==> config.mk <==
export PLATFORM = sky130hd
export DESIGN_NAME = kbli_top
export DESIGN_NICKNAME = d
export VERILOG_FILES = /design/src/kbli_pkg.sv /design/src/kbli_line_filter.sv /design/src/kbli_top.sv
export SDC_FILE = /design/constraint.sdc
export NUM_CORES = 1
export LEC_CHECK = 0
export BUFFER_PORTS_ARGS = -buffer_cell sky130_fd_sc_hd__buf_2
export CAP_MARGIN = 20
export CORE_ASPECT_RATIO = 1.1
export CORE_MARGIN = 2
export CORE_UTILIZATION = 57
export CTS_BUF_LIST = sky130_fd_sc_hd__clkbuf_4 sky130_fd_sc_hd__clkbuf_8
export DETAILED_ROUTE_END_ITERATION = 16
export PLACE_DENSITY = 0.75
export SYNTH_ARGS = -nofsm -noshare
export SYNTH_HDL_FRONTEND = slang
export SYNTH_SLANG_ARGS = --single-unit
==> constraint.sdc <==
create_clock -name clk_i -period 3.8 [get_ports clk_i]
set_input_delay 0.38 -clock clk_i [delete_from_list [all_inputs] [get_ports clk_i]]
set_output_delay 0.38 -clock clk_i [all_outputs]
set_load 0.02 [all_outputs]
==> src/kbli_pkg.sv <==
// constants, field layouts and carrier types of the keypad level interrupt unit
// Overview of operation
// - eight independent key lines, each interrupting on a chosen level, not edge
// - a detected key level wakes the processor from idle and from stop
// - all lines merge into one request at one shared vector, flagged per line
// - routing bit clear takes the lines from port 2, set from port 0
// - level select bit 0 detects low, 1 detects high, per line
// - enable 0 leaves the pin plain I/O; 1 lets its flag request an interrupt
// - hardware sets a line flag whenever the line sits at its active level
// - the request is the OR over lines of flag AND enable
// - a set flag stays set until software writes it to zero
// - debounce control bit 0 filters the inputs, 1 passes them unfiltered
// - debounce field 00/01/10/11 selects 320/160/80/40 ms
// - all registers reset to zero: port 2, low level, plain I/O, 320 ms
package kbli_pkg;

    localparam int KBLI_LINES = 8;
    localparam int KBLI_DEB_CW = 24;

    // register indices; byte address is four times the index
    localparam logic [7:0] KBLI_IDX_ROUTE = 8'h91;
    localparam logic [7:0] KBLI_IDX_LEVEL = 8'h93;
    localparam logic [7:0] KBLI_IDX_ENABLE = 8'h94;
    localparam logic [7:0] KBLI_IDX_FLAGS = 8'h95;
    localparam logic [7:0] KBLI_IDX_DEBOUNCE = 8'h96;
    localparam logic [7:0] KBLI_IDX_EVT_STATUS = 8'h97;
    localparam logic [7:0] KBLI_IDX_EVT_MASK = 8'h98;

    // field positions
    localparam int KBLI_ROUTE_BIT = 2;
    localparam int KBLI_DEB_DIS_BIT = 7;
    localparam int KBLI_DEB_SEL_LSB = 0;
    localparam int KBLI_EVT_DETECT = 0;
    localparam int KBLI_EVT_WAKE = 1;
    localparam int KBLI_EVT_BITS = 2;

    // values after reset
    localparam logic [7:0] KBLI_RST_BYTE = 8'h00;
    localparam logic [1:0] KBLI_RST_EVT = 2'h0;

    // debounce times and the clock they are counted in
    localparam int KBLI_CLK_KHZ = 40000;
    localparam int KBLI_DEB_320_MS = 320;
    localparam int KBLI_DEB_160_MS = 160;
    localparam int KBLI_DEB_80_MS = 80;
    localparam int KBLI_DEB_40_MS = 40;
    localparam int KBLI_DEB_320_CYC = KBLI_DEB_320_MS * KBLI_CLK_KHZ;
    localparam int KBLI_DEB_160_CYC = KBLI_DEB_160_MS * KBLI_CLK_KHZ;
    localparam int KBLI_DEB_80_CYC = KBLI_DEB_80_MS * KBLI_CLK_KHZ;
    localparam int KBLI_DEB_40_CYC = KBLI_DEB_40_MS * KBLI_CLK_KHZ;

    // debounce settings handed to every line filter
    typedef struct packed {
        logic bypass;
        logic [KBLI_DEB_CW-1:0] limit;
    } kbli_deb_cfg_t;

endpackage

==> src/kbli_line_filter.sv <==
// one key line: qualifies an active level, directly or after a debounce interval
`timescale 1ns/1ps
`default_nettype none
module kbli_line_filter (
    // clock, reset, enable
    input wire logic clk_i,
    input wire logic rst_i,
    input wire logic ce_i,
    // line level matches its programmed level
    input wire logic active_i,
    input wire kbli_pkg::kbli_deb_cfg_t cfg_i,
    // qualified detection
    output logic detect_o
);

    logic [kbli_pkg::KBLI_DEB_CW-1:0] count;

    // the counter only runs while the line holds its level; any drop restarts it
    always_ff @(posedge clk_i) begin
        if (rst_i) begin
            count <= '0;
            detect_o <= 1'b0;
        end else if (ce_i) begin
            if (!active_i) begin
                count <= '0;
                detect_o <= 1'b0;
            end else if (cfg_i.bypass) begin
                detect_o <= 1'b1;
            end else if (count >= cfg_i.limit - 1'b1) begin
                detect_o <= 1'b1;
            end else begin
                count <= count + 1'b1;
            end
        end
    end

    ////////////////////////////////////////////////////////////////////////////
    property p_bypass;
        @(posedge clk_i) disable iff (rst_i)
        ce_i && active_i && cfg_i.bypass |=> detect_o;
    endproperty
    chk_bypass_direct: assert property (p_bypass) else $error("bypass did not detect");

    chk_drop_restart: assert property (@(posedge clk_i) disable iff (rst_i)
        ce_i && !active_i |=> !detect_o && count == '0)
        else $error("level drop did not restart filter");

    chk_no_early: assert property (@(posedge clk_i) disable iff (rst_i)
        ce_i && !cfg_i.bypass && $rose(detect_o) |-> count + 1'b1 >= cfg_i.limit)
        else $error("detect before debounce interval");

endmodule
`default_nettype wire

==> src/kbli_top.sv <==
// keypad level interrupt unit: pin routing, synchronisers, flags and wishbone registers
`timescale 1ns/1ps
`default_nettype none
module kbli_top #(
    parameter int DEB_CYC_320 = kbli_pkg::KBLI_DEB_320_CYC,
    parameter int DEB_CYC_160 = kbli_pkg::KBLI_DEB_160_CYC,
    parameter int DEB_CYC_80 = kbli_pkg::KBLI_DEB_80_CYC,
    parameter int DEB_CYC_40 = kbli_pkg::KBLI_DEB_40_CYC
) (
    // clock, reset, enable
    input wire logic clk_i,
    input wire logic rst_i,
    input wire logic ce_i,
    // wishbone classic slave
    input wire logic wb_cyc_i,
    input wire logic wb_stb_i,
    input wire logic wb_we_i,
    input wire logic [9:0] wb_adr_i,
    input wire logic [3:0] wb_sel_i,
    input wire logic [31:0] wb_dat_i,
    output logic [31:0] wb_dat_o,
    output logic wb_ack_o,
    // key pins of both candidate ports
    input wire logic [7:0] port2_pins_i,
    input wire logic [7:0] port0_pins_i,
    // pin function: high where the pin serves as a key line
    output logic [7:0] port2_key_sel_o,
    output logic [7:0] port0_key_sel_o,
    // power state and wake-up
    input wire logic idle_i,
    input wire logic stop_i,
    output logic wake_o,
    // shared keyboard request and event interrupt
    output logic kbd_req_o,
    output logic irq_o
);

    localparam int N = kbli_pkg::KBLI_LINES;

    logic key_port_route_bit;
    logic debounce_disable_bit;
    logic [1:0] debounce_time_select;
    logic [N-1:0] key_level_select;
    logic [N-1:0] key_line_enable;
    logic [N-1:0] key_line_flag;
    logic [kbli_pkg::KBLI_EVT_BITS-1:0] evt_status;
    logic [kbli_pkg::KBLI_EVT_BITS-1:0] evt_mask;
    logic [N-1:0] p2_meta;
    logic [N-1:0] p2_sync;
    logic [N-1:0] p0_meta;
    logic [N-1:0] p0_sync;
    logic [N-1:0] key_input_line;
    logic [N-1:0] line_active;
    logic [N-1:0] line_detect;
    logic [N-1:0] line_detect_q;
    logic [kbli_pkg::KBLI_EVT_BITS-1:0] evt_set;
    logic [7:0] wb_wbyte;
    logic [7:0] rd_byte;
    logic bus_req;
    logic wr_lane;
    logic wr_route;
    logic wr_level;
    logic wr_enable;
    logic wr_flags;
    logic wr_debounce;
    logic wr_status;
    logic wr_mask;
    logic sleeping;
    kbli_pkg::kbli_deb_cfg_t deb_cfg;

    ////////////////////////////////////////////////////////////////////////////
    // wishbone: one ack per request, answered in the cycle after it is seen

    assign bus_req = wb_cyc_i && wb_stb_i && !wb_ack_o;
    assign wb_wbyte = wb_dat_i[7:0];
    assign wr_lane = bus_req && wb_we_i && wb_sel_i[0] && ce_i;
    assign wr_route = wr_lane && wb_adr_i[9:2] == kbli_pkg::KBLI_IDX_ROUTE;
    assign wr_level = wr_lane && wb_adr_i[9:2] == kbli_pkg::KBLI_IDX_LEVEL;
    assign wr_enable = wr_lane && wb_adr_i[9:2] == kbli_pkg::KBLI_IDX_ENABLE;
    assign wr_flags = wr_lane && wb_adr_i[9:2] == kbli_pkg::KBLI_IDX_FLAGS;
    assign wr_debounce = wr_lane && wb_adr_i[9:2] == kbli_pkg::KBLI_IDX_DEBOUNCE;
    assign wr_status = wr_lane && wb_adr_i[9:2] == kbli_pkg::KBLI_IDX_EVT_STATUS;
    assign wr_mask = wr_lane && wb_adr_i[9:2] == kbli_pkg::KBLI_IDX_EVT_MASK;

    always_ff @(posedge clk_i) begin
        if (rst_i) begin
            wb_ack_o <= 1'b0;
        end else if (ce_i) begin
            wb_ack_o <= bus_req;
        end
    end

    // unmapped indices and bits above the byte read as zero
    always_comb begin
        rd_byte = kbli_pkg::KBLI_RST_BYTE;
        unique case (wb_adr_i[9:2])
            kbli_pkg::KBLI_IDX_ROUTE: rd_byte[kbli_pkg::KBLI_ROUTE_BIT] = key_port_route_bit;
            kbli_pkg::KBLI_IDX_LEVEL: rd_byte = key_level_select;
            kbli_pkg::KBLI_IDX_ENABLE: rd_byte = key_line_enable;
            kbli_pkg::KBLI_IDX_FLAGS: rd_byte = key_line_flag;
            kbli_pkg::KBLI_IDX_DEBOUNCE: begin
                rd_byte[kbli_pkg::KBLI_DEB_DIS_BIT] = debounce_disable_bit;
                rd_byte[kbli_pkg::KBLI_DEB_SEL_LSB +: 2] = debounce_time_select;
            end
            kbli_pkg::KBLI_IDX_EVT_STATUS: rd_byte[1:0] = evt_status;
            kbli_pkg::KBLI_IDX_EVT_MASK: rd_byte[1:0] = evt_mask;
            default: rd_byte = kbli_pkg::KBLI_RST_BYTE;
        endcase
    end

    always_ff @(posedge clk_i) begin
        if (rst_i) begin
            wb_dat_o <= 32'h0000_0000;
        end else if (ce_i && bus_req) begin
            wb_dat_o <= {24'h00_0000, rd_byte};
        end
    end

    ////////////////////////////////////////////////////////////////////////////
    // configuration registers, all zero after reset

    always_ff @(posedge clk_i) begin
        if (rst_i) begin
            key_port_route_bit <= 1'b0;
            debounce_disable_bit <= 1'b0;
            debounce_time_select <= 2'h0;
            key_level_select <= kbli_pkg::KBLI_RST_BYTE;
            key_line_enable <= kbli_pkg::KBLI_RST_BYTE;
            evt_mask <= kbli_pkg::KBLI_RST_EVT;
        end else begin
            if (wr_route) begin
                key_port_route_bit <= wb_wbyte[kbli_pkg::KBLI_ROUTE_BIT];
            end
            if (wr_level) begin
                key_level_select <= wb_wbyte;
            end
            if (wr_enable) begin
                key_line_enable <= wb_wbyte;
            end
            if (wr_debounce) begin
                debounce_disable_bit <= wb_wbyte[kbli_pkg::KBLI_DEB_DIS_BIT];
                debounce_time_select <= wb_wbyte[kbli_pkg::KBLI_DEB_SEL_LSB +: 2];
            end
            if (wr_mask) begin
                evt_mask <= wb_wbyte[1:0];
            end
        end
    end

    // pins hand over to the key function only where the line is enabled
    assign port2_key_sel_o = key_line_enable & {N{~key_port_route_bit}};
    assign port0_key_sel_o = key_line_enable & {N{key_port_route_bit}};

    ////////////////////////////////////////////////////////////////////////////
    // pin synchronisers; both ports are synchronised so a route change needs no refill

    always_ff @(posedge clk_i) begin
        if (rst_i) begin
            p2_meta <= kbli_pkg::KBLI_RST_BYTE;
            p2_sync <= kbli_pkg::KBLI_RST_BYTE;
            p0_meta <= kbli_pkg::KBLI_RST_BYTE;
            p0_sync <= kbli_pkg::KBLI_RST_BYTE;
        end else if (ce_i) begin
            p2_meta <= port2_pins_i;
            p2_sync <= p2_meta;
            p0_meta <= port0_pins_i;
            p0_sync <= p0_meta;
        end
    end

    assign key_input_line = key_port_route_bit ? p0_sync : p2_sync;

    ////////////////////////////////////////////////////////////////////////////
    // level detection and debounce, one filter per line

    // the time field maps to the interval; the longest is the reset choice
    always_comb begin
        deb_cfg.bypass = debounce_disable_bit;
        unique case (debounce_time_select)
            2'h0: deb_cfg.limit = DEB_CYC_320[kbli_pkg::KBLI_DEB_CW-1:0];
            2'h1: deb_cfg.limit = DEB_CYC_160[kbli_pkg::KBLI_DEB_CW-1:0];
            2'h2: deb_cfg.limit = DEB_CYC_80[kbli_pkg::KBLI_DEB_CW-1:0];
            2'h3: deb_cfg.limit = DEB_CYC_40[kbli_pkg::KBLI_DEB_CW-1:0];
        endcase
    end

    genvar gi;
    generate
        for (gi = 0; gi < N; gi++) begin : g_line
            // a level, not an edge: the flag keeps being set while the key is held
            assign line_active[gi] = key_input_line[gi] == key_level_select[gi];

            kbli_line_filter u_filter (
                .clk_i(clk_i),
                .rst_i(rst_i),
                .ce_i(ce_i),
                .active_i(line_active[gi]),
                .cfg_i(deb_cfg),
                .detect_o(line_detect[gi])
            );
        end
    endgenerate

    ////////////////////////////////////////////////////////////////////////////
    // per-line flags: software clears by writing zero, writing one has no effect

    always_ff @(posedge clk_i) begin
        if (rst_i) begin
            key_line_flag <= kbli_pkg::KBLI_RST_BYTE;
        end else if (ce_i) begin
            // a detection in the clearing cycle wins over the clear
            if (wr_flags) begin
                key_line_flag <= (key_line_flag & wb_wbyte) | line_detect;
            end else begin
                key_line_flag <= key_line_flag | line_detect;
            end
        end
    end

    ////////////////////////////////////////////////////////////////////////////
    // shared request, wake-up and event interrupt

    assign sleeping = idle_i || stop_i;

    always_ff @(posedge clk_i) begin
        if (rst_i) begin
            kbd_req_o <= 1'b0;
            wake_o <= 1'b0;
        end else if (ce_i) begin
            kbd_req_o <= |(key_line_flag & key_line_enable);
            wake_o <= sleeping && |(key_line_flag & key_line_enable);
        end
    end

    always_ff @(posedge clk_i) begin
        if (rst_i) begin
            line_detect_q <= kbli_pkg::KBLI_RST_BYTE;
        end else if (ce_i) begin
            line_detect_q <= line_detect;
        end
    end

    // rising detection on an enabled line, and a wake-up being raised
    assign evt_set[kbli_pkg::KBLI_EVT_DETECT] = |(line_detect & ~line_detect_q & key_line_enable);
    assign evt_set[kbli_pkg::KBLI_EVT_WAKE] = sleeping && |(key_line_flag & key_line_enable) && !wake_o;

    always_ff @(posedge clk_i) begin
        if (rst_i) begin
            evt_status <= kbli_pkg::KBLI_RST_EVT;
        end else if (ce_i) begin
            if (wr_status) begin
                evt_status <= (evt_status & ~wb_wbyte[1:0]) | evt_set;
            end else begin
                evt_status <= evt_status | evt_set;
            end
        end
    end

    assign irq_o = |(evt_status & evt_mask);

    ////////////////////////////////////////////////////////////////////////////
    // checks

    chk_sync_depth: assert property (@(posedge clk_i) disable iff (rst_i)
        ce_i ##1 ce_i |=> p2_sync == $past(port2_pins_i, 2) && p0_sync == $past(port0_pins_i, 2))
        else $error("pin synchroniser depth wrong");

    chk_flag_set: assert property (@(posedge clk_i) disable iff (rst_i)
        ce_i && |line_detect |=> (key_line_flag & $past(line_detect)) == $past(line_detect))
        else $error("detected line did not set its flag");

    chk_flag_sticky: assert property (@(posedge clk_i) disable iff (rst_i)
        !wr_flags |=> (key_line_flag & $past(key_line_flag)) == $past(key_line_flag))
        else $error("flag dropped without a software write");

    chk_flag_clear: assert property (@(posedge clk_i) disable iff (rst_i)
        wr_flags && line_detect == 8'h00 |=> key_line_flag == $past(key_line_flag & wb_wbyte))
        else $error("flag write of zero did not clear");

    property p_req_merge;
        @(posedge clk_i) disable iff (rst_i)
        ce_i |=> kbd_req_o == $past(|(key_line_flag & key_line_enable));
    endproperty
    chk_req_merge: assert property (p_req_merge) else $error("request is not or of flag and enable");

    chk_wake_sleep: assert property (@(posedge clk_i) disable iff (rst_i)
        ce_i && sleeping && |(key_line_flag & key_line_enable) |=> wake_o)
        else $error("wake-up missing while asleep");

    chk_reset_zero: assert property (@(posedge clk_i)
        rst_i |=> key_line_flag == 8'h00 && key_line_enable == 8'h00
            && key_level_select == 8'h00 && !key_port_route_bit
            && !debounce_disable_bit && debounce_time_select == 2'h0)
        else $error("register not zero after reset");

    chk_route_pins: assert property (@(posedge clk_i) disable iff (rst_i)
        wr_route |=> port0_key_sel_o == ($past(wb_wbyte[2]) ? key_line_enable : 8'h00))
        else $error("routing bit does not steer pins");

    chk_ack_single: assert property (@(posedge clk_i) disable iff (rst_i)
        wb_ack_o && ce_i |=> !wb_ack_o)
        else $error("ack held for two cycles");

    cov_flag_irq: cover property (@(posedge clk_i) disable iff (rst_i) $rose(kbd_req_o));
    cov_wake: cover property (@(posedge clk_i) disable iff (rst_i) $rose(wake_o));
    cov_port0: cover property (@(posedge clk_i) disable iff (rst_i)
        key_port_route_bit && |key_line_flag);
    cov_clear_race: cover property (@(posedge clk_i) disable iff (rst_i)
        wr_flags && |(line_detect & ~wb_wbyte));

endmodule
`default_nettype wire

## Word level (Yosys, flattened, before mapping)

Index checks and enable logic that the tools add are counted.

- Magnitude comparators: 8
- Equal/unequal tests: 42
- Muxes and demuxes: 56
- $add $sub $neg: 9
- Bitwise gates (word level): 15
- Reduce and logical (&&, ||, !) cells: 38

Operator list:

| operator | count |
|---|---|
| $mux W24 | 24 |
| $add A24 B1 Y24 const B | 8 |
| $ge A24 B24 Y1 | 8 |
| $pmux W24 S4 | 1 |
| $eq A8 B8 Y1 const B | 7 |
| $and A8 B8 Y8 | 6 |
| $ne A2 B2 Y1 const B | 16 |
| $mux W1 | 24 |
| $ne A3 B3 Y1 const B | 8 |
| $reduce_and A3 Y1 | 8 |
| $sub A24 B1 Y24 const B | 1 |
| $mux W8 | 2 |
| $or A8 B8 Y8 | 2 |
| $reduce_and A2 Y1 | 8 |
| $reduce_or A8 Y1 | 2 |
| $logic_and A1 B1 Y1 | 15 |
| $pmux W2 S6 | 1 |
| $pmux W4 S3 | 1 |
| $eq A1 B1 Y1 | 8 |
| $not A8 Y8 | 1 |
| $pmux W1 S4 | 2 |
| $and A2 B2 Y2 | 2 |
| $eq A2 B2 Y1 const B | 2 |
| $or A2 B2 Y2 | 2 |
| 8 further kinds | 9 |

- Flip-flop bits (word level): 283
- Output and inout port bits: 52
- Logic and storage cells: 201
- Input port bits: 70

## Longest topological paths before layout

Gate-level depths: netlist (run 1).

- Word-level depth: 7
- Mapped depth: 15
- Mapped depth without buffers: 13

## By module

Synthesis (run 1) repeated with hierarchy kept, for this count alone.

- Cells, all modules: 2,922
- Area, all modules: 23,587.6 um2

Modules (own cells, without submodules):

| module | times used | cells each | seq. area each (um2) | area an instance (um2) |
|---|---|---|---|---|
| kbli_line_filter (g_line[1].u_filter ...) | 5 | 313 | 500.5 | 2,486.1 |
| kbli_top | 1 | 447 | 1,661.6 | 4,025.1 |
| kbli_line_filter (g_line[3].u_filter) | 1 | 312 | 500.5 | 2,448.6 |
| kbli_line_filter (g_line[7].u_filter) | 1 | 306 | 500.5 | 2,376.0 |
| kbli_line_filter (g_line[0].u_filter) | 1 | 292 | 500.5 | 2,307.2 |

## Worst setup path after synthesis (run 1)

Ideal clock, no wire load.

- Path type: flip-flop to flip-flop
- From: register debounce_time_select[0]
- To: register g_line[1].u_filter.count[22] (netlist name)
- Library setup time: 0.074 ns
- Required time: 3.726 ns
- Arrival time: 3.546 ns
- Cell stages (with the launch flop): 12
- Path buffers: 0
- Clock period less this slack: 3.620 ns
- Setup slack: 0.180 ns
- Cells stage by stage: dfxtp_1 > inv_1 > ha_1 > nor2_1 > nor2_1 > ha_1 > a21oi_1 > a21boi_0 > a2111oi_4 > nand4b_2 > or4b_1 > a31oi_1

- Word-level cells in the longest chain between the ends: 6
- Elaborated cells on any way between the ends: 9
- Those cells by class: add/sub (1); order compare (1); eq/ne (4); mux (1); reduce/logical (2)

RTL lines:

| item | line | text |
|---|---|---|
| start, declared | kbli_top.sv:42 | `logic [1:0] debounce_time_select;` |
| start signal, assigned | kbli_top.sv:142 | `debounce_time_select <= wb_wbyte[kbli_pkg::KBLI_DEB_SEL_LSB +: 2];` |
| $eq A2 B2 Y1 (tied with other cells) | kbli_top.sv:179 | `unique case (debounce_time_select)` |
| $pmux W24 S4 (*) | kbli_top.sv:179 |  |
| $sub A24 B1 Y24 (*) | kbli_line_filter.sv:29 | `end else if (count >= cfg_i.limit - 1'b1) begin` |
| $ge A24 B24 Y1 (*) | kbli_line_filter.sv:29 |  |
| $ne A2 B2 Y1 (no line) (*) | - |  |
| $reduce_and A3 Y1 (no line) (*) | - |  |
| end signal, assigned | kbli_line_filter.sv:32 | `count <= count + 1'b1;` |
| end, declared | kbli_line_filter.sv:16 | `logic [kbli_pkg::KBLI_DEB_CW-1:0] count;` |

Every way passes the cells marked *; elsewhere a longest branch is shown, timed or not. The select of a mux whose other input is x is not followed.
A chain may end at the register's enable or synchronous reset.

## Worst setup path after layout (run 1)

- From: register debounce_time_select[1]
- To: register g_line[0].u_filter.count[6] (netlist name)

- Word-level cells in the longest chain between the ends: 6
- Elaborated cells on any way between the ends: 9
- Those cells by class: add/sub (1); order compare (1); eq/ne (4); mux (1); reduce/logical (2)

RTL lines:

| item | line |
|---|---|
| $eq A2 B2 Y1 (tied with other cells) | kbli_top.sv:179 |
| $pmux W24 S4 (*) | kbli_top.sv:179 |
| $sub A24 B1 Y24 (*) | kbli_line_filter.sv:29 |
| $ge A24 B24 Y1 (*) | kbli_line_filter.sv:29 |
| $ne A2 B2 Y1 (no line) (*) | - |
| $reduce_and A3 Y1 (no line) (*) | - |
| end signal, assigned | kbli_line_filter.sv:32 |
| end, declared | kbli_line_filter.sv:16 |

Marked as above.

==> flow_metrics.py, run 1 <==
metrics = {
    "sta": {
        "fin_crit_sh_pct": 97.36,
        "setup-violations-final": 0,
        "fin_hold_ws_ps": 14.76,
        "slew_headroom_pct": 40.96,
        "post-route-min-period_ps": 3700,
        "slew_violations": 0,
        "tightest_slew_ps": 884.6,
        "fin_setup_tns_ps": 0,
        "hold_viol": 0,
        "max_clock_freq_ghz": 0.2703,
        "rsz0062_at_grt": "yes",
        "fin_skew_ps": 24.79,
        "setup_ws_ps": 100.4,
    },
    "clock_network": {
        "ctsLongestPathBuffers": 3,
        "path_clk_slew_ps": 60,
        "cts_tree": "built",
        "htreeDepth": 2,
        "clkLatencyLatePin_ps": 610,
        "root_buffer": "clkbuf_8",
        "cts_buffers": 47,
        "cts_sinks": 283,
    },
    "global_routing": {
        "grt_max_degree": 129,
        "overflow": 0,
        "grt_pass1_wl_um": 82250,
        "antenna_found_initial": 1,
        "groute.usage.overall_pct": 31.36,
        "grt_pass1_vias": 16200,
    },
    "floorplanning": {
        "fp-row-count": 67,
        "start_util_pct": 57.35,
        "die_w_um": 170.4,
        "ioPinCount": 122,
        "die_height_um": 187.0,
        "coreArea_um2": 30260,
        "die-area_um2": 31860,
    },
    "logic_synthesis": {
        "synthFlopType": "dfxtp_1",
        "async_flop_share_pct": 0,
        "yosys-top-cells-area": "dfxtp_1 33%, ha_1 9.8%, nand2_1 5.5%",
        "synth.top_cell.area_share_pct": 32.64,
        "synth_largest_area_cell": "dfxtp_1",
        "synthCells": 2138,
        "synth.ff_latch_count": 283,
        "synth_edf_count": 0,
        "yosysWarnings": 0,
        "synthTopCellsByCount": "283 x dfxtp_1, 253 x nand2_1, 179 x a21oi_1, 154 x nand3_1, 136 x ha_1",
        "yosysMostFrequentCell": "dfxtp_1",
        "yosysUniqueCellTypes": 88,
        "ys_seq_area_share_pct": 32.64,
        "avgSynthCellArea_um2": 8.118,
        "syn_area_um2": 17360,
    },
    "power_and_ir_drop": {
        "total_power_mw": 6.388,
        "ir_worst_vdd_v": 0.0003480,
        "pwr-share-seq_pct": 47.5,
        "clockPowerShare_pct": 46.3,
        "pwr-share-comb_pct": 6.2,
        "leakage_nw": 7.382,
        "p_int_mw": 4.780,
        "powerDensity_nw_per_um2": 326.9,
        "p_sw_share_pct": 25.17,
        "p_switching_mw": 1.608,
    },
    "finish": {
        "area_growth_pct": 12.59,
        "fin_cells": 2693,
        "num-fill-cells": 2628,
        "final_nets": 2453,
        "drive_gt1_share_pct": 12.29,
        "stdcell_area_um2": 19540,
        "diodes": 0,
        "fin_util_pct": 64.57,
    },
    "placement": {
        "hpwl_um": 35610,
        "port_buffers": 68,
        "dp_slack_ps": -246.2,
        "dp.cells": 2597,
        "placed_area_um2": 18260,
        "gp_congestion": 0.9493,
    },
    "critical_path": {
        "critPathCaptureType": "flop",
        "rrSetupSlack_ps": 100,
        "worst-path-max-fanout": 9,
        "critPathLaunchType": "flop",
        "critical_path_class": "reg -> reg",
        "worst-endpoint-required_ps": 4340,
        "arrival_ps": 4240,
        "rr_worst_depth": 13,
    },
    "run_status": {
        "status": "complete, no violations",
    },
    "drt": {
        "viasPerCell": 6.514,
        "drc_errors": 0,
        "totalWireLength_um": 51050,
        "drt_iter0_drc": 1386,
        "ant_nets": 0,
        "route.vias.total": 17540,
        "wl_per_cell_um": 18.96,
        "drt_first_pass_iters": 6,
    },
    "flow_run": {
        "drv_cap": 0,
    },
    "worst_hold_path": {
        "hold_path_class": "in -> reg",
        "holdPathStages": 3,
    },
}
final timing paths:
path / end / from
worst max-delay path: g_line[0].u_filter.count[6] / debounce_time_select[1]
worst min-delay path: p2_meta[5] / port2_pins_i[5]
worst max register to register: g_line[0].u_filter.count[6] / debounce_time_select[1]
worst min register to register: line_detect_q[0] / line_detect_q[0]
critical path: stages (launching register included):
cell and delay (ps):
dfxtp_1 380, inv_1 110, ha_1 340, buf_8 210, clkinvlp_4 260, buf_4 250, ha_1 300, a21o_1 160
a21oi_1 220, o221a_2 270, nand4_1 320, buf_4 280, or4_1 470, nand2_1 90
kinds of logic after synthesis:
| kind of cell | after synthesis | synth area share, % |
|---|---|---|
| xor+xnor | 18 | 0.9516 |
| other cells | 2 | 0.04327 |
| simple gates | 942 | 28.77 |
| mux | 55 | 3.208 |
| flops | 283 | 32.64 |
| fa+ha+maj | 136 | 9.804 |
| buf+inv | 155 | 4.181 |
| compound gates | 547 | 20.40 |
flip-flops by register name (all words and copies together), names as in the netlist:
name	count
wake_o	1
p2_sync	8
g_line.u_filter.count	192
wb_dat_o	8
evt_status	2
g_line.u_filter.detect_o	8
evt_mask	2
debounce_time_select	2
line_detect_q	8
p2_meta	8
debounce_disable_bit	1
p0_meta	8
wb_ack_o	1
p0_sync	8
key_level_select	8
key_port_route_bit	1
kbd_req_o	1
key_line_enable	8
key_line_flag	8
layout make-up:
cell class | count | area (um^2) | share of cell area (%)
flip-flops and latches | 283 | 5667 | 29.00
well taps | 414 | 518.0 | 2.651
clock inverters | 5 | 60.06 | 0.3073
multi-input cells | 1730 | 11200 | 57.31
repair buffers | 145 | 984.7 | 5.039
clock buffers | 76 | 958.4 | 4.905
inverters | 40 | 153.9 | 0.7876
power groups by stage:
stage / combinational, mW / clock (mW) / sequential [mW]
after CTS: 0.378 / 3.00 / 3.04
final: 0.394 / 2.96 / 3.04
after detailed placement: 0.373 / 0 / 3.10
after global routing: 0.426 / 3.13 / 3.04
after floorplan: 0.269 / 0 / 3.09
after global placement: 0.364 / 0 / 3.10
metal layers:
layer	track usage [%]	vias up	share of wire, %	wire [um]
li1	-	8374	-	-
met1	41.28	8289	42	21300
met2	50.50	733	45	23220
met3	5.755	147	8.7	4429
met4	13.05	0	4.1	2094
met5	0	-	0	0
cell usage in the layout, fill, tap and decap left out, types with 11 or more instances in the layout:
master	n
a21o_1	11
a21oi_1	178
a31oi_1	40
and2_1	21
and3_1	35
and4_1	21
buf_2	67
buf_4	68
clkbuf_4	14
clkbuf_8	62
conb_1	32
dfxtp_1	282
ha_1	136
inv_1	38
mux2i_1	50
nand2_1	252
nand3_1	151
nand4_1	67
nor2_1	118
nor2b_1	12
nor3_1	36
nor4_1	31
o211ai_1	51
o21ai_0	86
o311ai_0	15
o31ai_1	34
or3_1	54
or4_1	89
what timing repair did:
action,4_1_cts,5_1_grt
pin swaps,0,4
gates cloned,0,1
setup buffers,1,10
endpoints found under the hold margin,3,0
hold buffers,3,0
endpoints found under the setup margin,72,107
resized for setup,9,24
No activity file was read; power rests on OpenSTA's default activity.
==> run 2: changes to the inputs <==
--- a/config.mk
+++ b/config.mk
@@ -9,10 +9,9 @@
 export CAP_MARGIN = 20
 export CORE_ASPECT_RATIO = 1.1
 export CORE_MARGIN = 2
-export CORE_UTILIZATION = 57
-export CTS_BUF_LIST = sky130_fd_sc_hd__clkbuf_4 sky130_fd_sc_hd__clkbuf_8
+export CORE_UTILIZATION = 56
 export DETAILED_ROUTE_END_ITERATION = 16
-export PLACE_DENSITY = 0.75
+export PLACE_DENSITY = 0.74
 export SYNTH_ARGS = -nofsm -noshare
 export SYNTH_HDL_FRONTEND = slang
 export SYNTH_SLANG_ARGS = --single-unit
==> run 2 against run 1 <==
Compared with the run above:
- utilization shrank 0.56 points
- sequential power is essentially flat
- global-route usage shrank 1.3 points
- cell count shrank 1.2%
- register-to-register slack gained 60 ps
- via count shrank 2.3%
- total power grew 6.4%
- worst setup slack gained 60 ps
- sequential cell count is the same
- fmax grew 1.6%
- critical path type unchanged
- die area grew 1.7%
- cell area is essentially flat
==> flow_metrics.py, run 2 (synthesis gave the netlist of run 1 again) <==
metrics = {
    "run_status": {
        "status": "complete, no violations",
    },
    "finish": {
        "area_growth_pct": 12.54,
        "layout_commonest_cell": "dfxtp_1",
        "diodes": 0,
        "top_register": "g_line.u_filter.count",
        "final_nets": 2429,
        "largest_register_ff_count": 192,
        "num-fill-cells": 2599,
        "fin_util_pct": 64.01,
        "drive_gt1_share_pct": 10.51,
        "layout_common_cells": "282 x dfxtp_1, 253 x nand2_1, 179 x a21oi_1",
    },
    "drt": {
        "ant_nets": 0,
        "totalWireLength_um": 49620,
        "route.vias.total": 17140,
        "drc_errors": 0,
        "drt_iter0_drc": 1376,
        "drt_first_pass_iters": 5,
        "wl_per_cell_um": 18.65,
        "viasPerCell": 6.442,
    },
    "floorplanning": {
        "die-area_um2": 32420,
        "die_w_um": 171.9,
        "coreArea_um2": 30510,
        "fp-row-count": 67,
        "start_util_pct": 56.88,
        "ioPinCount": 122,
        "die_height_um": 188.6,
    },
    "flow_run": {
        "drv_cap": 0,
    },
    "sta": {
        "max_clock_freq_ghz": 0.2748,
        "fin_setup_tns_ps": 0,
        "slew_violations": 0,
        "post-route-min-period_ps": 3640,
        "slew_headroom_pct": 43.98,
        "tightest_slew_ps": 834.7,
        "hold_viol": 0,
        "fin_skew_ps": 15.61,
        "setup-violations-final": 0,
        "fin_crit_sh_pct": 95.78,
        "rsz0062_at_grt": "yes",
        "fin_hold_ws_ps": 43.28,
    },
    "power_and_ir_drop": {
        "pwr-share-comb_pct": 5.6,
        "p_switching_mw": 1.572,
        "pwr-share-seq_pct": 44.7,
        "p_sw_share_pct": 23.13,
        "clockPowerShare_pct": 49.7,
        "powerDensity_nw_per_um2": 348.0,
        "leakage_nw": 7.361,
        "total_power_mw": 6.797,
        "p_int_mw": 5.225,
        "ir_worst_vdd_v": 0.0003921,
    },
    "global_routing": {
        "overflow": 0,
        "grt_max_degree": 136,
        "groute.usage.overall_pct": 30.10,
        "grt_pass1_vias": 15880,
        "antenna_found_initial": 2,
        "grt_pass1_wl_um": 80420,
    },
    "worst_hold_path": {
        "hold_path_class": "in -> reg",
    },
    "critical_path": {
        "cp_slowest_cell": "or4_1",
        "critPathLaunchType": "flop",
        "worst-path-max-fanout": 11,
        "slowest_delay_ps": 630,
        "critical_path_class": "reg -> reg",
        "critPathCaptureType": "flop",
        "worst-endpoint-required_ps": 4280,
        "cp_num_buf_inv": 4,
        "arrival_ps": 4120,
        "crit_family": "simple AND/OR/NAND/NOR gates",
        "crit_chain": "inv_1, buf_4, ha_1, inv_1, buf_4, ha_1, a21o_1, a21oi_1, o221ai_1, or4_1, or4_1, a31oi_1",
    },
    "placement": {
        "hpwl_um": 34520,
        "gp_congestion": 0.9268,
        "port_buffers": 68,
    },
    "clock_network": {
        "clkLatencyLatePin_ps": 580,
        "root_buffer": "clkbuf_16",
        "cts_tree": "built",
        "path_clk_slew_ps": 60,
        "cts_sinks": 283,
        "postCtsHoldBufs": 0,
        "htreeDepth": 1,
        "cts_buffers": 31,
        "ctsLongestPathBuffers": 3,
    },
}
==> run 2: metal layers <==
layer,vias to the layer above,global-route usage (%),share of wire (%)
met5,-,0,0.026
met4,2,10.67,3.3
met3,112,4.159,7.3
met2,608,49.46,47
met1,8072,40.33,43
li1,8341,-,-
==> run 2: timing repair <==
item | CTS | global route
gates resized for setup | 2 | 18
buffers inserted | 0 | 1
endpoints found under the setup margin | 23 | 77
hold endpoints to repair | 0 | 0
==> run 2: layout make-up <==
| class | count | area (um^2) | share of cell area (%) |
|---|---|---|---|
| multi-input combinational | 1730 | 11160 | 57.14 |
| clock inverter | 14 | 272.8 | 1.396 |
| clock buffer | 42 | 857.1 | 4.388 |
| sequential | 283 | 5667 | 29.01 |
| inverter | 40 | 150.1 | 0.7687 |
| tap | 414 | 518.0 | 2.652 |
| timing repair buffer | 137 | 907.1 | 4.644 |
==> run 2: path summary, 6_finish.rpt <==
| path | startpoint | endpoint | slack [ps] | cells after the start |
|---|---|---|---|---|
| worst max-delay path | debounce_time_select[0] | g_line[0].u_filter.count[18] | 160 | 12 |
| worst min-delay path | port0_pins_i[5] | p0_meta[5] | 40 | 3 |
| worst max register to register | debounce_time_select[0] | g_line[0].u_filter.count[18] | 160 | 12 |
| worst min register to register | line_detect_q[7] | line_detect_q[7] | 460 | 2 |
==> run 2: power by group through the flow <==
stage | registers, mW | clock network, mW | logic, mW
after CTS | 3.04 | 3.41 | 0.375
after floorplan | 3.09 | 0 | 0.269
after global placement | 3.10 | 0 | 0.364
final | 3.04 | 3.38 | 0.384
after detailed placement | 3.10 | 0 | 0.372
after global routing | 3.04 | 3.54 | 0.415
==> run 2: tightest hold or removal path: stages <==
cell and delay [ps]:
buf_2 80, mux2i_1 50, nor2_1 70
==> run 2: metrics by stage <==
step / worst slack [ps] / std cells / area (um^2)
floorplan: 179.7 / 2168 / 17470
global placement: -63.70 / 2601 / 18290
detailed placement: -156.8 / 2602 / 18300
CTS: 7.346 / 2658 / 19440
global route: -6.118 / 2660 / 19530
finish: 160.4 / 2660 / 19530
==> run 3: changes to the inputs <==
--- a/config.mk
+++ b/config.mk
@@ -5,13 +5,15 @@
 export SDC_FILE = /design/constraint.sdc
 export NUM_CORES = 1
 export LEC_CHECK = 0
+export ABC_AREA = 1
 export BUFFER_PORTS_ARGS = -buffer_cell sky130_fd_sc_hd__buf_2
 export CAP_MARGIN = 20
 export CORE_ASPECT_RATIO = 1.1
-export CORE_MARGIN = 2
+export CORE_MARGIN = 1
 export CORE_UTILIZATION = 56
 export DETAILED_ROUTE_END_ITERATION = 16
-export PLACE_DENSITY = 0.74
+export PLACE_DENSITY = 0.73
+export RECOVER_POWER = 50
 export SYNTH_ARGS = -nofsm -noshare
 export SYNTH_HDL_FRONTEND = slang
 export SYNTH_SLANG_ARGS = --single-unit
==> run 3 against run 2 <==
Compared with the run above:
- the run now ends with capacitance limit, slew limit left
- combinational power grew 54%
- cell count rose by 38%
- clock skew grew 6.7 ps
- cell area is 11% higher
- first-iteration DRC count decreased by 2.8%
- total power grew 3.6%
- register-to-register slack improved by 160 ps
- clock-buffer cell count rose by 8
- highest routed layer unchanged
- largest power group unchanged
- utilization is 2.6 points lower
- worst setup slack improved by 160 ps
==> flow_metrics.py, run 3 <==
metrics = {
    "run_status": {
        "status": "finished with violations",
        "violations": "capacitance limit, slew limit",
    },
    "placement": {
        "placed_area_um2": 20600,
        "hpwl_um": 39860,
        "port_buffers": 68,
        "gp_congestion": 0.9748,
        "dp_slack_ps": 226.7,
        "dp.cells": 3606,
    },
    "logic_synthesis": {
        "synthTopCellsByCount": "793 x nand2_1, 540 x nor2_1, 283 x dfxtp_1, 282 x a21oi_1",
        "yosys-top-cells-area": "dfxtp_1 28%, nand2_1 15%, nor2_1 10%",
        "ys_seq_area_share_pct": 28.15,
        "synthCells": 3131,
        "synth.top_cell.area_share_pct": 28.15,
        "yosysMostFrequentCell": "nand2_1",
        "avgSynthCellArea_um2": 6.428,
        "syn_area_um2": 20130,
        "yosysWarnings": 0,
        "synth_edf_count": 0,
        "synth_largest_area_cell": "dfxtp_1",
        "async_flop_share_pct": 0,
        "synthFlopType": "dfxtp_1",
        "yosysUniqueCellTypes": 57,
        "synth.ff_latch_count": 283,
    },
    "sta": {
        "slew_headroom_pct": -46.24,
        "rsz0062_at_grt": "no",
        "setup-violations-final": 0,
        "setup_ws_ps": 325.3,
        "tightest_slew_ps": 2194,
        "max_clock_freq_ghz": 0.2878,
        "fin_setup_tns_ps": 0,
        "post-route-min-period_ps": 3475,
        "fin_crit_sh_pct": 91.44,
        "slew_violations": 52,
        "hold_viol": 0,
        "fin_hold_ws_ps": 66.78,
        "fin_skew_ps": 22.28,
    },
    "floorplanning": {
        "ioPinCount": 122,
        "die_height_um": 200.8,
        "die-area_um2": 36700,
        "coreArea_um2": 35310,
        "start_util_pct": 56.99,
        "fp-row-count": 72,
        "die_w_um": 182.8,
    },
    "power_and_ir_drop": {
        "leakage_nw": 9.004,
        "total_power_mw": 7.044,
        "powerDensity_nw_per_um2": 325.1,
        "ir_worst_vdd_v": 0.0003661,
    },
    "critical_path": {
        "r2r_start": "debounce_time_select[0]",
        "critical_path_class": "reg -> reg",
        "cp_slowest_cell": "clkbuf_2",
        "crit_cells": 15,
        "critPathLaunchType": "flop",
        "crit_path_start": "debounce_time_select[0]",
        "r2r_end": "g_line[0].u_filter.count[9]",
        "rr_worst_depth": 15,
        "cp_num_buf_inv": 3,
        "worst-path-max-fanout": 24,
        "rrSetupSlack_ps": 330,
        "critPathCaptureType": "flop",
        "slowest_delay_ps": 440,
        "cp-endpoint": "g_line[0].u_filter.count[9]",
        "worst-endpoint-required_ps": 4260,
        "crit_family": "simple AND/OR/NAND/NOR gates",
        "crit_chain": "inv_1, ha_1, nor2_1, nand3_1, nor2_1, nor3_4, buf_4, ha_1, nand4_1, nor3_1, o21ai_1, nand3_2, clkbuf_2, nand3_1, a21oi_1",
        "arrival_ps": 3930,
    },
    "finish": {
        "fin_util_pct": 61.36,
        "num-fill-cells": 3487,
        "layout_commonest_cell": "nand2_1",
        "fin_cells": 3667,
        "largest_register_ff_count": 192,
        "final_nets": 3367,
        "area_growth_pct": 7.665,
        "drive_gt1_share_pct": 6.878,
        "stdcell_area_um2": 21670,
        "top_register": "g_line.u_filter.count",
        "layout_common_cells": "793 x nand2_1, 543 x nor2_1, 283 x dfxtp_1",
    },
    "drt": {
        "viasPerCell": 5.505,
        "wl_per_cell_um": 15.47,
        "drt_first_pass_iters": 5,
        "ant_nets": 0,
        "totalWireLength_um": 56710,
        "drc_errors": 0,
        "drt_iter0_drc": 1338,
        "route.vias.total": 20190,
    },
    "clock_network": {
        "postCtsResizedCells": 0,
        "root_buffer": "clkbuf_16",
        "cts_setup_buffers": 0,
        "htreeDepth": 2,
        "ctsLongestPathBuffers": 3,
        "cts_buffers": 34,
        "cts_tree": "built",
        "clkLatencyLatePin_ps": 540,
        "postCtsHoldBufs": 0,
        "path_clk_slew_ps": 60,
        "cts_sinks": 283,
    },
    "flow_run": {
        "drv_cap": 1,
    },
    "global_routing": {
        "antenna_found_initial": 2,
        "grt_pass1_vias": 18730,
        "grt_pass1_wl_um": 92720,
        "groute.usage.overall_pct": 30.80,
        "overflow": 0,
        "grt_max_degree": 85,
    },
    "worst_hold_path": {
        "hold_path_class": "in -> reg",
    },
}
run 3: cells by family after synthesis:
kind of cell / share of synthesized area, %
adders and majority gates: 8.455
other: 0.03731
AOI/OAI and AO/OA: 11.63
buffers and inverters: 9.201
DFF: 28.15
and+or+nand+nor: 37.54
xor gates and xnor gates: 4.986
run 3: area by class of cell:
cell class	count	area (um^2)	share of cell area [%]
Multi-Input combinational cell	2480	12700	58.61
Sequential cell	283	5665	26.14
Clock buffer	50	1022	4.717
Inverter	262	987.2	4.556
Tap cell	481	601.8	2.777
Timing Repair Buffer	100	569.3	2.627
Clock inverter	9	117.6	0.5428
Antenna cell	2	5.005	0.02310
run 3: worst min-delay path by stage:
stage                        to              from  depth (start not counted)  slack [ps]
3_3_place_gp         p2_sync[0]        p2_sync[0]                          2         440
4_1_cts              p0_meta[4]   port0_pins_i[4]                          3          50
6_report             p0_meta[4]   port0_pins_i[4]                          3          70
3_5_place_dp   line_detect_q[0]  line_detect_q[0]                          2         460
5_1_grt              p0_meta[3]   port0_pins_i[3]                          3          60
2_1_floorplan        p2_sync[0]        p2_sync[0]                          2         440
run 3: per-layer routing:
metal / up-vias / track usage (%) / routed length (um)
li1: 10180 / - / -
met1: 9281 / 39.49 / 24880
met2: 624 / 53.09 / 26790
met3: 96 / 4.136 / 3459
met4: 2 / 9.844 / 1578
met5: - / 0 / 9
run 3: worst register-to-register path, stage by stage, from the launching register on:
cell,delay [ps]
dfxtp_1,420
inv_1,220
ha_1,280
nor2_1,300
nand3_1,120
nor2_1,200
nor3_4,140
buf_4,210
ha_1,270
nand4_1,70
nor3_1,140
o21ai_1,150
nand3_2,100
clkbuf_2,440
nand3_1,130
a21oi_1,200
run 3: power breakdown:
part	switching, mW	internal [mW]
Clock	1.33	2.00
Sequential	0.0736	3.04
Combinational	0.423	0.167
Total	1.83	5.21
